## src/verilog/gric_pkg.sv

```systemverilog
// Package for the graphics reset and initialization control block.
// Assumes a single 125 MHz system clock that stands in for the host bus clock.
`default_nettype none
package gric_pkg;
    // Register byte addresses on the plain register port (byte address = index * 4).
    localparam logic [7:0] GRIC_ADDR_RESET_CTRL = 8'h00;
    localparam logic [7:0] GRIC_ADDR_OPTION = 8'h04;
    localparam logic [7:0] GRIC_ADDR_CLASS = 8'h08;
    localparam logic [7:0] GRIC_ADDR_ROM_BASE = 8'h0c;
    localparam logic [7:0] GRIC_ADDR_INDEX = 8'h10;
    localparam logic [7:0] GRIC_ADDR_DATA = 8'h14;
    localparam logic [7:0] GRIC_ADDR_OPERATING_MODE_REG = 8'h18;
    localparam logic [7:0] GRIC_ADDR_PAGE_EXT = 8'h1c;
    localparam logic [7:0] GRIC_ADDR_STATUS = 8'h20;
    // Option register field positions.
    localparam int GRIC_OPT_FLASH_WR = 0;
    localparam int GRIC_OPT_NO_GDIV = 1;
    localparam int GRIC_OPT_INTERLEAVE = 2;
    localparam int GRIC_OPT_BIG_ENDIAN = 3;
    localparam int GRIC_OPT_VGA_IO_EN = 4;
    localparam int GRIC_OPT_ROM_PRESENT = 5;
    localparam int GRIC_OPT_RFH_LO = 8;
    localparam int GRIC_OPT_STRAP_ID_LO = 16;
    // Reset control bit and class register strap position.
    localparam int GRIC_RST_SOFT_BIT = 0;
    localparam int GRIC_CLASS_VGA_BIT = 23;
    // Class codes chosen by the VGA boot strap.
    localparam logic [23:0] GRIC_CLASS_SVGA = 24'h030000;
    localparam logic [23:0] GRIC_CLASS_OTHER = 24'h038000;
    // Reset values.
    localparam logic [3:0] GRIC_RFH_RESET = 4'h0;
    localparam logic [1:0] GRIC_SWAP_RESET = 2'h0;
    localparam logic [31:0] GRIC_ROM_BASE_RESET = 32'h00000000;
    // Host reset must stay low for more than this many host clocks.
    localparam int GRIC_HRST_MIN_CLKS = 2;
    localparam logic [2:0] GRIC_HRST_COUNT_MAX = 3'(GRIC_HRST_MIN_CLKS + 1);
    // Expansion reset length in clocks after a hard reset.
    localparam logic [3:0] GRIC_EXP_RST_CLKS = 4'h8;
    // Number of indirectly reachable registers.
    localparam int GRIC_INDIRECT_REGS = 8;
endpackage
`default_nettype wire

```

## src/verilog/gric_reset_init.sv

```systemverilog
// Reset, strap capture and board configuration for the graphics controller.
// Assumes strap pins are stable while the host reset pin is low.
// Notes on behaviour
// Hard reset only after reset pin exceeds two clocks.
// Hard reset restores registers and state machines.
// Hard reset empties FIFOs and invalidates cache.
// Hard reset drives expansion reset, host clock synchronous.
// Straps caught at hard reset only.
// ROM strap gates ROM base writes, drives field.
// VGA strap is class bit 23, picks class.
// VGA strap sets decode until software writes.
// Soft reset bit holds reset until cleared.
// Soft reset hits only the engine path.
// Option fields reset zero; bypass skips divide-by-four.
// Refresh field four bits, resets zero.
// VGA decode enable loads strap, stays writable.
// Software sets interleave only with enough memory.
// Software follows power-up programming order.
// Software holds soft reset at least 200 us.
// Software then retraces, memory reset, fills.
// Software repeats sequence on each soft reset.
// Software follows mode switch order.
// Index and data pair reach registers indirectly.
// VGA mode exposes one megabyte only.
// Direct access concurrent; two-bit swap field.
// No plane masking on direct access.
// Host reset pin synchronised before counting.
`default_nettype none
module gric_reset_init
    import gric_pkg::*;
(
    input wire logic clk_sys,
    input wire logic rst,
    input wire logic host_reset_n,
    input wire logic [6:0] strap_pins,
    input wire logic [7:0] reg_addr,
    input wire logic [31:0] reg_wdata,
    input wire logic reg_wr,
    input wire logic reg_rd,
    input wire logic engine_idle,
    output logic [31:0] reg_rdata,
    output logic hard_reset_ff,
    output logic expansion_reset_n,
    output logic engine_reset,
    output logic fifo_flush,
    output logic vga_io_decode,
    output logic gclk_div_bypass,
    output logic flash_write_en,
    output logic mem_interleave,
    output logic big_endian_en,
    output logic [3:0] refresh_count,
    output logic [1:0] fb_swap_mode,
    output logic fb_plane_mask_en,
    output logic vga_window_1mb
);
    typedef enum logic [1:0] {
        GRIC_HR_IDLE,
        GRIC_HR_COUNT,
        GRIC_HR_ACTIVE
    } gric_hr_state_type;

    // Two-stage synchroniser for the asynchronous host reset pin.
    logic hrst_meta_ff, hrst_sync_ff;
    always_ff @(posedge clk_sys) begin
        hrst_meta_ff <= host_reset_n;
        hrst_sync_ff <= hrst_meta_ff;
    end

    gric_hr_state_type hr_state_ff, nxt_hr_state;
    logic [2:0] hr_cnt_ff, nxt_hr_cnt;
    logic hard_reset_nxt;
    logic [3:0] exp_cnt_ff, nxt_exp_cnt;
    logic exp_n_nxt, strap_load;

    // Pulse-width filter: the pin must stay low for more than two clocks.
    always_comb begin
        nxt_hr_state = hr_state_ff;
        nxt_hr_cnt = hr_cnt_ff;
        case (hr_state_ff)
            GRIC_HR_IDLE: begin
                nxt_hr_cnt = 3'h0;
                if (!hrst_sync_ff) begin
                    nxt_hr_state = GRIC_HR_COUNT;
                    nxt_hr_cnt = 3'h1;
                end
            end
            GRIC_HR_COUNT: begin
                if (hrst_sync_ff) begin
                    nxt_hr_state = GRIC_HR_IDLE;
                end else if (hr_cnt_ff == GRIC_HRST_COUNT_MAX - 3'h1) begin
                    nxt_hr_state = GRIC_HR_ACTIVE;
                end else begin
                    nxt_hr_cnt = hr_cnt_ff + 3'h1;
                end
            end
            GRIC_HR_ACTIVE: begin
                if (hrst_sync_ff) begin
                    nxt_hr_state = GRIC_HR_IDLE;
                end
            end
            default: nxt_hr_state = GRIC_HR_IDLE;
        endcase
        hard_reset_nxt = (nxt_hr_state == GRIC_HR_ACTIVE);
    end

    // Expansion reset runs during hard reset and a short tail after it.
    always_comb begin
        nxt_exp_cnt = exp_cnt_ff;
        if (hard_reset_ff) begin
            nxt_exp_cnt = GRIC_EXP_RST_CLKS;
        end else if (exp_cnt_ff != 4'h0) begin
            nxt_exp_cnt = exp_cnt_ff - 4'h1;
        end
        exp_n_nxt = !(hard_reset_nxt || nxt_exp_cnt != 4'h0); // falls with hard reset
        strap_load = hard_reset_ff && !hard_reset_nxt; // catch at release
    end

    always_ff @(posedge clk_sys) begin
        if (rst) begin
            hr_state_ff <= GRIC_HR_ACTIVE;
            hr_cnt_ff <= 3'h0;
            hard_reset_ff <= 1'b1;
            exp_cnt_ff <= GRIC_EXP_RST_CLKS;
            expansion_reset_n <= 1'b0;
        end else begin
            hr_state_ff <= nxt_hr_state;
            hr_cnt_ff <= nxt_hr_cnt;
            hard_reset_ff <= hard_reset_nxt;
            exp_cnt_ff <= nxt_exp_cnt;
            expansion_reset_n <= exp_n_nxt;
        end
    end

    // Strap synchroniser; straps are caught only as hard reset ends.
    logic [6:0] strap_meta_ff, strap_sync_ff;
    always_ff @(posedge clk_sys) begin
        strap_meta_ff <= strap_pins;
        strap_sync_ff <= strap_meta_ff;
    end

    logic [4:0] strap_id_ff, nxt_strap_id;
    logic vga_boot_ff, nxt_vga_boot, rom_present_ff, nxt_rom_present;
    logic vga_io_en_ff, nxt_vga_io_en;
    logic soft_reset_ff, nxt_soft_reset;
    logic flash_wr_ff, nxt_flash_wr, no_gdiv_ff, nxt_no_gdiv;
    logic interleave_ff, nxt_interleave, big_end_ff, nxt_big_end;
    logic [3:0] rfh_ff, nxt_rfh;
    logic [1:0] swap_ff, nxt_swap;
    logic [7:0] page_ext_ff, nxt_page_ext;
    logic [31:0] rom_base_ff, nxt_rom_base;
    logic [2:0] index_ff, nxt_index;
    logic [31:0] rdata_nxt;

    // Decode of a register index into a byte address on the port.
    function automatic logic [7:0] gric_idx_addr(input logic [2:0] idx);
        gric_idx_addr = {3'h0, idx, 2'h0};
    endfunction

    // Read value of one register at a given address.
    function automatic logic [31:0] gric_read(input logic [7:0] a);
        logic [31:0] v;
        v = 32'h0;
        if (a == GRIC_ADDR_RESET_CTRL) begin
            v[GRIC_RST_SOFT_BIT] = soft_reset_ff;
        end else if (a == GRIC_ADDR_OPTION) begin
            v[GRIC_OPT_FLASH_WR] = flash_wr_ff;
            v[GRIC_OPT_NO_GDIV] = no_gdiv_ff;
            v[GRIC_OPT_INTERLEAVE] = interleave_ff;
            v[GRIC_OPT_BIG_ENDIAN] = big_end_ff;
            v[GRIC_OPT_VGA_IO_EN] = vga_io_en_ff;
            v[GRIC_OPT_ROM_PRESENT] = rom_present_ff;
            v[GRIC_OPT_RFH_LO +: 4] = rfh_ff;
            v[GRIC_OPT_STRAP_ID_LO +: 5] = strap_id_ff;
        end else if (a == GRIC_ADDR_CLASS) begin
            v[31:8] = vga_boot_ff ? GRIC_CLASS_SVGA : GRIC_CLASS_OTHER;
        end else if (a == GRIC_ADDR_ROM_BASE) begin
            v = rom_base_ff;
        end else if (a == GRIC_ADDR_INDEX) begin
            v[4:2] = index_ff;
        end else if (a == GRIC_ADDR_OPERATING_MODE_REG) begin
            v[1:0] = swap_ff;
        end else if (a == GRIC_ADDR_PAGE_EXT) begin
            v[7:0] = page_ext_ff;
        end else if (a == GRIC_ADDR_STATUS) begin
            v[0] = engine_idle;
            v[1] = hard_reset_ff;
        end
        gric_read = v;
    endfunction

    // Register writes; a data-port access is redirected through the index.
    always_comb begin
        logic [7:0] wa;
        wa = (reg_addr == GRIC_ADDR_DATA) ? gric_idx_addr(index_ff) : reg_addr;
        nxt_strap_id = strap_id_ff;
        nxt_vga_boot = vga_boot_ff;
        nxt_rom_present = rom_present_ff;
        nxt_vga_io_en = vga_io_en_ff;
        nxt_soft_reset = soft_reset_ff;
        nxt_flash_wr = flash_wr_ff;
        nxt_no_gdiv = no_gdiv_ff;
        nxt_interleave = interleave_ff;
        nxt_big_end = big_end_ff;
        nxt_rfh = rfh_ff;
        nxt_swap = swap_ff;
        nxt_page_ext = page_ext_ff;
        nxt_rom_base = rom_base_ff;
        nxt_index = index_ff;
        if (strap_load) begin
            nxt_rom_present = strap_sync_ff[6];
            nxt_vga_boot = strap_sync_ff[5];
            nxt_strap_id = strap_sync_ff[4:0];
            nxt_vga_io_en = strap_sync_ff[5];
        end else if (reg_wr && !hard_reset_ff) begin
            if (wa == GRIC_ADDR_RESET_CTRL) begin
                nxt_soft_reset = reg_wdata[GRIC_RST_SOFT_BIT];
            end else if (wa == GRIC_ADDR_OPTION) begin
                nxt_flash_wr = reg_wdata[GRIC_OPT_FLASH_WR];
                nxt_no_gdiv = reg_wdata[GRIC_OPT_NO_GDIV];
                nxt_interleave = reg_wdata[GRIC_OPT_INTERLEAVE];
                nxt_big_end = reg_wdata[GRIC_OPT_BIG_ENDIAN];
                nxt_vga_io_en = reg_wdata[GRIC_OPT_VGA_IO_EN];
                nxt_rfh = reg_wdata[GRIC_OPT_RFH_LO +: 4];
            end else if (wa == GRIC_ADDR_ROM_BASE && rom_present_ff) begin
                nxt_rom_base = reg_wdata;
            end else if (wa == GRIC_ADDR_INDEX) begin
                nxt_index = reg_wdata[4:2];
            end else if (wa == GRIC_ADDR_OPERATING_MODE_REG) begin
                nxt_swap = reg_wdata[1:0];
            end else if (wa == GRIC_ADDR_PAGE_EXT) begin
                nxt_page_ext = reg_wdata[7:0];
            end
        end
        rdata_nxt = 32'h0;
        if (reg_rd) begin
            rdata_nxt = gric_read((reg_addr == GRIC_ADDR_DATA) ?
                                  gric_idx_addr(index_ff) : reg_addr);
        end
    end

    // Hard reset returns the other registers to reset values; these strap registers reload from the pins as it ends.
    always_ff @(posedge clk_sys) begin
        if (rst) begin
            strap_id_ff <= 5'h00;
            vga_boot_ff <= 1'b0;
            rom_present_ff <= 1'b0;
            vga_io_en_ff <= 1'b0;
        end else begin
            strap_id_ff <= nxt_strap_id;
            vga_boot_ff <= nxt_vga_boot;
            rom_present_ff <= nxt_rom_present;
            vga_io_en_ff <= nxt_vga_io_en; // soft reset leaves this
        end
    end

    always_ff @(posedge clk_sys) begin
        if (rst || hard_reset_ff) begin
            soft_reset_ff <= 1'b0;
            flash_wr_ff <= 1'b0;
            no_gdiv_ff <= 1'b0;
            interleave_ff <= 1'b0;
            big_end_ff <= 1'b0;
            rfh_ff <= GRIC_RFH_RESET;
            swap_ff <= GRIC_SWAP_RESET;
            page_ext_ff <= 8'h00;
            rom_base_ff <= GRIC_ROM_BASE_RESET;
            index_ff <= 3'h0;
            reg_rdata <= 32'h0;
        end else begin
            soft_reset_ff <= nxt_soft_reset;
            flash_wr_ff <= nxt_flash_wr;
            no_gdiv_ff <= nxt_no_gdiv;
            interleave_ff <= nxt_interleave;
            big_end_ff <= nxt_big_end;
            rfh_ff <= nxt_rfh;
            swap_ff <= nxt_swap;
            page_ext_ff <= nxt_page_ext;
            rom_base_ff <= nxt_rom_base;
            index_ff <= nxt_index;
            reg_rdata <= rdata_nxt;
        end
    end

    // Output stage; engine reset and flush cover only the engine path.
    always_ff @(posedge clk_sys) begin
        if (rst) begin
            engine_reset <= 1'b1;
            fifo_flush <= 1'b1;
            vga_io_decode <= 1'b0;
            gclk_div_bypass <= 1'b0;
            flash_write_en <= 1'b0;
            mem_interleave <= 1'b0;
            big_endian_en <= 1'b0;
            refresh_count <= GRIC_RFH_RESET;
            fb_swap_mode <= GRIC_SWAP_RESET;
            fb_plane_mask_en <= 1'b0;
            vga_window_1mb <= 1'b1;
        end else begin
            engine_reset <= hard_reset_nxt || soft_reset_ff;
            fifo_flush <= hard_reset_nxt || soft_reset_ff;
            vga_io_decode <= vga_io_en_ff;
            gclk_div_bypass <= no_gdiv_ff;
            flash_write_en <= flash_wr_ff;
            mem_interleave <= interleave_ff;
            big_endian_en <= big_end_ff;
            refresh_count <= rfh_ff;
            fb_swap_mode <= swap_ff;
            fb_plane_mask_en <= 1'b0;
            vga_window_1mb <= (page_ext_ff == 8'h00);
        end
    end
endmodule
`default_nettype wire

```

## config.mk

```make
export PLATFORM = sky130hd
export DESIGN_NAME = gric_reset_init
export DESIGN_NICKNAME = d
export VERILOG_FILES = /design/src/verilog/gric_pkg.sv /design/src/verilog/gric_reset_init.sv
export SDC_FILE = /design/constraint.sdc
export NUM_CORES = 1
export LEC_CHECK = 0
export BUFFER_PORTS_ARGS = -buffer_cell sky130_fd_sc_hd__clkbuf_2
export CAP_MARGIN = 20
export CORE_MARGIN = 10
export CORE_UTILIZATION = 39
export CTS_CLUSTER_DIAMETER = 50
export CTS_CLUSTER_SIZE = 20
export DETAILED_ROUTE_END_ITERATION = 16
export GPL_TIMING_DRIVEN = 0
export SETUP_SLACK_MARGIN = 0.4
export SLEW_MARGIN = 20
export SYNTH_ARGS = -nofsm -noshare
export SYNTH_HDL_FRONTEND = slang
export SYNTH_SLANG_ARGS = --single-unit
```

## constraint.sdc

```tcl
create_clock -name clk_sys -period 1.9 [get_ports clk_sys]
set_clock_uncertainty 0.15 [all_clocks]
set_input_delay 0.19 -clock clk_sys [delete_from_list [all_inputs] [get_ports clk_sys]]
set_output_delay 0.19 -clock clk_sys [all_outputs]
set_load 0.03 [all_outputs]
```

==> impl_metrics.json, run 1 <==
{
  "cts_buffers": 17,
  "cts_tree": "done",
  "clk_pin_slew_ps": 60,
  "finalHoldViolations": 0,
  "power_density_nw_per_um2": 902,
  "drt-total-wl_mm": 14.6,
  "synthArstFlopShare": 0,
  "drive_gt1_frac": 0.422,
  "finalCriticalPeriod_ps": 1780,
  "ant_nets": 0,
  "drt-pass1-iter-count": 5,
  "crit_type": "reg -> reg",
  "fin_tns_setup_ps": 0,
  "whs_endpoint": "soft_reset_ff",
  "worstMarginPinSlew_ps": 579,
  "drv_cap": 0,
  "grt_max_degree": 17,
  "yosysUniqueCellTypes": 56,
  "hp-class": "in -> reg",
  "cts_num_sinks": 134,
  "rows": 40,
  "dieHeight_um": 131,
  "r2r_slack_ps": 120,
  "rsz0062_at_grt": "yes",
  "end_kind": "flop",
  "wire_per_inst_um": 16.3,
  "clockBufferDepth": 2,
  "antenna_found_initial": 0,
  "min_period_over_period": 0.939,
  "regToRegStartpoint": "index_ff[0]",
  "synth_area_leader_cell": "dfxtp_1",
  "r2r_end": "reg_rdata[8]",
  "peakVddDrop_v": 0.000540,
  "yosysSeqAreaShare": 0.556,
  "grtUsageTotal": 0.162,
  "min_from": "reg_wr",
  "worst-endpoint-arrival_ps": 1930,
  "fmax_mhz": 561,
  "htreeDepth": 4,
  "syn_area_per_cell_um2": 9.36,
  "finalSetupViolCount": 0,
  "io_buffers": 100,
  "fin_nets": 771,
  "synth_edf_count": 0,
  "synth_top_area_frac": 0.556,
  "yosysWarnings": 0,
  "areaGrowthSynthToFinish_pct": 60.5,
  "hold_slack_ps": 51.1,
  "relSlewSlack": 0.614,
  "root_buffer": "clkbuf_16",
  "ys_top_cells_by_area": "dfxtp_1 56%, nand2_1 5.5%, nand3_1 3.9%",
  "vias": 4437,
  "clock_latency_ps": 420,
  "status": "finished, final reports clean",
  "die-area_um2": 17200,
  "coreArea_um2": 12100,
  "synth_flop_cell": "dfxtp_1",
  "grt_pass1_wl_mm": 22.7,
  "n_antenna_cell": 0,
  "synth_seq_cells": 134,
  "yosys.cell_count.top_type": "dfxtp_1",
  "grt_pass1_vias": 4364,
  "syn_nets": 571,
  "ios": 102,
  "min_path_cells": 4,
  "crit_required_ps": 2050,
  "slew_violations": 0,
  "fill_cells": 975,
  "cp_max_fo": 5,
  "syn_area_um2": 4820,
  "dr.first_iter.drc_count": 288,
  "synth_top_cells_by_count": "134 x dfxtp_1, 71 x nand2_1, 39 x nor2_1",
  "viasPerCell": 4.95,
  "post-dp-hpwl_mm": 9.69,
  "place.gp.congestion": 0.866,
  "start_util": 0.400,
  "drcViolationCount": 0,
  "die_w_um": 131,
  "grt_remaining_overflow": 0,
  "rr_worst_depth": 8,
  "syn_inst": 515,
  "startpoint_type": "flop",
  "leakage_nw": 3.05
}
## power breakdown
| part | switching, mW | internal (mW) | total, mW |
|---|---|---|---|
| logic | 0.262 | 0.245 | 0.507 |
| clock network | 1.25 | 2.34 | 3.59 |
| registers | 0.0301 | 2.85 | 2.88 |
## layout by cell type (no fill, tap or decap), types with 7 or more instances in the layout
cell / n
clkbuf_16: 20
nand3_1: 7
and2_4: 8
dlygate4sd3_1: 41
buf_4: 25
mux2i_1: 17
nand2_1: 66
buf_6: 23
a21oi_1: 14
dfxtp_1: 128
o21ai_1: 34
a22o_1: 10
o21ai_0: 7
nor2_1: 30
nand3_2: 31
nor2b_1: 11
clkbuf_2: 102
## sequential cells by signal (all words and copies together), names as in the netlist, 5 cells and up
register and count:
rom_base_ff 32, strap_meta_ff 7, reg_rdata 32, page_ext_ff 8
strap_sync_ff 7, strap_id_ff 5
## metal layers
metal	up-vias	global-route usage	wire (µm)
met5	-	0	0
met4	0	0.0663	217
met3	20	0.0412	713
met1	2087	0.195	6530
li1	2197	-	-
met2	133	0.267	7170
## stage by stage
step | setup slack, ps | area [µm²] | power [mW] | utilization | instances
floorplan | 186 | 5040 | 3.14 | - | 515
global placement | -359 | 5750 | 3.27 | 0.477 | 783
detailed placement | -335 | 5750 | 3.28 | 0.477 | 783
CTS | 144 | 7320 | 6.99 | 0.607 | 884
global route | 89.3 | 7740 | 7.20 | 0.641 | 896
finish | 116 | 7740 | 6.98 | 0.641 | 896
## worst max-delay path, stage by stage (launching register included)
cell and delay, ps:
dfxtp_2 310, buf_6 120, and3_4 140, a22oi_2 210, buf_6 170, nor4_4 40, buf_6 150, buf_6 130
a22o_1 240
## worst max path at each step
stage                        from               to  slack [ps]
floorplan             index_ff[0]  rom_base_ff[10]         190
global placement      reg_addr[0]     vga_io_en_ff        -360
detailed placement    reg_addr[5]  rom_base_ff[11]        -340
CTS                 hard_reset_ff     vga_io_en_ff         140
global route          index_ff[2]  rom_base_ff[12]          90
finish                index_ff[0]     reg_rdata[8]         120
## final cells by class
cell class / instances / area [µm²] / share of cell area
Tap cell: 168 / 210 / 0.0272
Clock buffer: 17 / 425 / 0.0550
Sequential cell: 134 / 2700 / 0.348
Multi-Input combinational cell: 344 / 2510 / 0.324
Timing Repair Buffer: 181 / 1310 / 0.169
Clock inverter: 15 / 225 / 0.0291
Buffer: 32 / 345 / 0.0446
Inverter: 5 / 18.8 / 0.00243
## repair_timing
item,4_1_cts,5_1_grt
buffers inserted,25,10
gates cloned,3,2
hold buffers,41,0
pin swaps,35,40
gates resized for setup,60,92
endpoints found under the hold margin,65,0
setup endpoints to repair,101,102
## logic make-up (layout without fill, tap and decap cells)
family	count (synthesis)	in the layout	share of synthesized area
adders and majority gates	3	3	0.00779
buffers and inverters	37	250	0.0335
other	1	1	0.000778
muxes	17	17	0.0353
DFF	134	134	0.556
and+or+nand+nor	223	223	0.237
xor gates and xnor gates	1	1	0.00182
AOI/OAI and AO/OA	99	99	0.127
(Power assumes the default switching activity.)
==> run 2: changes to the inputs <==
Settings changed: PLACE_DENSITY set to 0.71.
==> run 2 against run 1 <==
Effect of this change:
- register-to-register slack better by 20 ps
- routed wire length up 7.1%
- via count grew 3.9%
- hold slack worse by 9.2 ps
- total power is 4.0% lower
- worst setup slack improved by 22 ps
- maximum frequency increased by 1.2%
- die area did not move
- non-clock buffer count grew 1
- critical endpoint is now rom_base_ff[20]
- largest cell class unchanged
==> impl_metrics.json, run 2 (synthesis results as in run 1) <==
{
  "postLayoutCoreUtil": 0.633,
  "p_sw_frac": 0.228,
  "htreeDepth": 4,
  "switchingPower_mw": 1.53,
  "end_kind": "flop",
  "ios": 102,
  "antenna_found_initial": 1,
  "drcViolationCount": 0,
  "peakVddDrop_v": 0.000548,
  "dieHeight_um": 131,
  "finalHoldViolations": 0,
  "clockBufferDepth": 2,
  "finalSetupViolCount": 0,
  "status": "finished, final reports clean",
  "placed_area_um2": 5750,
  "coreArea_um2": 12100,
  "ant_nets": 0,
  "seq_power_share": 0.431,
  "fin_nets": 772,
  "worst-endpoint-arrival_ps": 1960,
  "crit_top_cell": "buf_6",
  "start_util": 0.400,
  "fill_cells": 940,
  "grtUsageTotal": 0.177,
  "pre_cts_ws_ps": -302,
  "cts_tree": "done",
  "post-dp-hpwl_mm": 9.85,
  "die_w_um": 131,
  "rsz0062_at_grt": "yes",
  "drv_cap": 0,
  "internal-power_mw": 5.17,
  "crit_type": "reg -> reg",
  "final_cell_mix": "126 x dfxtp_1, 102 x clkbuf_2, 69 x nand2_1",
  "crit_chain": "buf_6 > nor3b_4 > o211a_4 > nor4_4 > buf_6 > buf_8 > nand3_2 > o21ai_1",
  "layout_setup_ws_ps": 138,
  "pwr-share-clk": 0.492,
  "areaGrowthSynthToFinish_pct": 58.4,
  "finalCriticalPeriod_ps": 1760,
  "drt-pass1-iter-count": 5,
  "cp_max_fo": 7,
  "worstMarginPinSlew_ps": 636,
  "clock_latency_ps": 420,
  "pwr-share-comb": 0.077,
  "io_buffers": 100,
  "cts_num_sinks": 134,
  "drive_gt1_frac": 0.412,
  "vias": 4612,
  "grt_pass1_wl_mm": 24.7,
  "leakage_nw": 3.01,
  "die-area_um2": 17200,
  "clk_pin_slew_ps": 60,
  "finalInstanceArea_um2": 7640,
  "reg_top3": "reg_rdata: 32 flops, rom_base_ff: 32 flops, page_ext_ff: 8 flops",
  "root_buffer": "clkbuf_16",
  "grt_remaining_overflow": 0,
  "wire_per_inst_um": 17.5,
  "dr.first_iter.drc_count": 342,
  "drt-total-wl_mm": 15.7,
  "min_period_over_period": 0.927,
  "grt_pass1_vias": 4797,
  "fmax_mhz": 568,
  "power_density_nw_per_um2": 877,
  "startpoint_type": "flop",
  "cpMaxStageDelayCell": "dfxtp_2",
  "hold_slack_ps": 41.9,
  "place.gp.congestion": 0.874,
  "grt_max_degree": 17,
  "total_power_mw": 6.70,
  "crit_required_ps": 2100,
  "viasPerCell": 5.14,
  "critical-path-max-stage-delay_ps": 320,
  "hp-class": "in -> reg",
  "rows": 40,
  "relSlewSlack": 0.576,
  "cts_buffers": 17,
  "slew_violations": 0,
  "mostFrequentLayoutCell": "dfxtp_1"
}
## run 2: cell count changes in the layout (fill, tap and decap cells not counted), moves of 3 or more
| cell | previous run | this run |
|---|---|---|
| nand3_4 | 1 | 5 |
| bufinv_16 | 5 | 2 |
| buf_4 | 25 | 28 |
| nand2_1 | 66 | 69 |
| and2_1 | 4 | 12 |
| and2_4 | 8 | 0 |
| o21ai_2 | 6 | 9 |
| clkbuf_8 | 2 | 6 |
| nor2_1 | 30 | 34 |
| clkinv_4 | 1 | 4 |
## run 2: stage by stage
stage          TNS (ps)  instances
2_1_floorplan         0        515
6_report              0        897
3_3_place_gp     -14560        783
5_1_grt               0        897
3_5_place_dp     -14550        783
4_1_cts               0        888
## run 2: area by class of cell
class | count | area [µm²] | area share
sequential | 134 | 2700 | 0.353
multi-input combinational | 344 | 2490 | 0.325
timing repair buffer | 182 | 1290 | 0.169
clock buffer | 21 | 480 | 0.0629
buffer | 32 | 329 | 0.0431
tap | 168 | 210 | 0.0275
clock inverter | 10 | 121 | 0.0159
inverter | 5 | 21.3 | 0.00278
antenna | 1 | 2.50 | 0.000328
## run 2: repair_timing
action,4_1_cts,5_1_grt
resized for setup,72,71
hold endpoints to repair,65,0
setup buffers,29,8
gates cloned,4,0
hold buffers,41,0
pin swaps,42,30
endpoints found under the setup margin,102,105
## run 2: power groups by stage
stage	logic [mW]	registers [mW]	clock network (mW)
after floorplan	0.191	2.95	0
after global routing	0.557	2.89	3.45
after detailed placement	0.332	2.95	0
after global placement	0.325	2.94	0
after CTS	0.464	2.88	3.32
final	0.518	2.89	3.29
## run 2: worst max-delay path, delay by kind of cell, from the launching register on
| family | cells | cell delay [ps] |
|---|---|---|
| buffers and inverters | 3 | 460 |
| AND/OR/NAND/NOR | 3 | 380 |
| AO/OA/AOI/OAI | 2 | 370 |
| flip-flops | 1 | 320 |
## run 2: path summary, 6_finish.rpt
check              startpoint          endpoint  slack (ps)  cells after the start
max               index_ff[2]   rom_base_ff[20]         140                      8
min               engine_idle      reg_rdata[0]          40                      4
max reg2reg       index_ff[2]   rom_base_ff[20]         140                      8
min reg2reg  strap_meta_ff[3]  strap_sync_ff[3]         170                      0
## run 2: layer usage
layer | global-route usage | routed length [µm] | up-vias
met5 | 0 | 0 | -
met4 | 0.103 | 568 | 0
met3 | 0.0537 | 944 | 45
met2 | 0.294 | 7800 | 172
met1 | 0.195 | 6360 | 2204
li1 | - | - | 2191
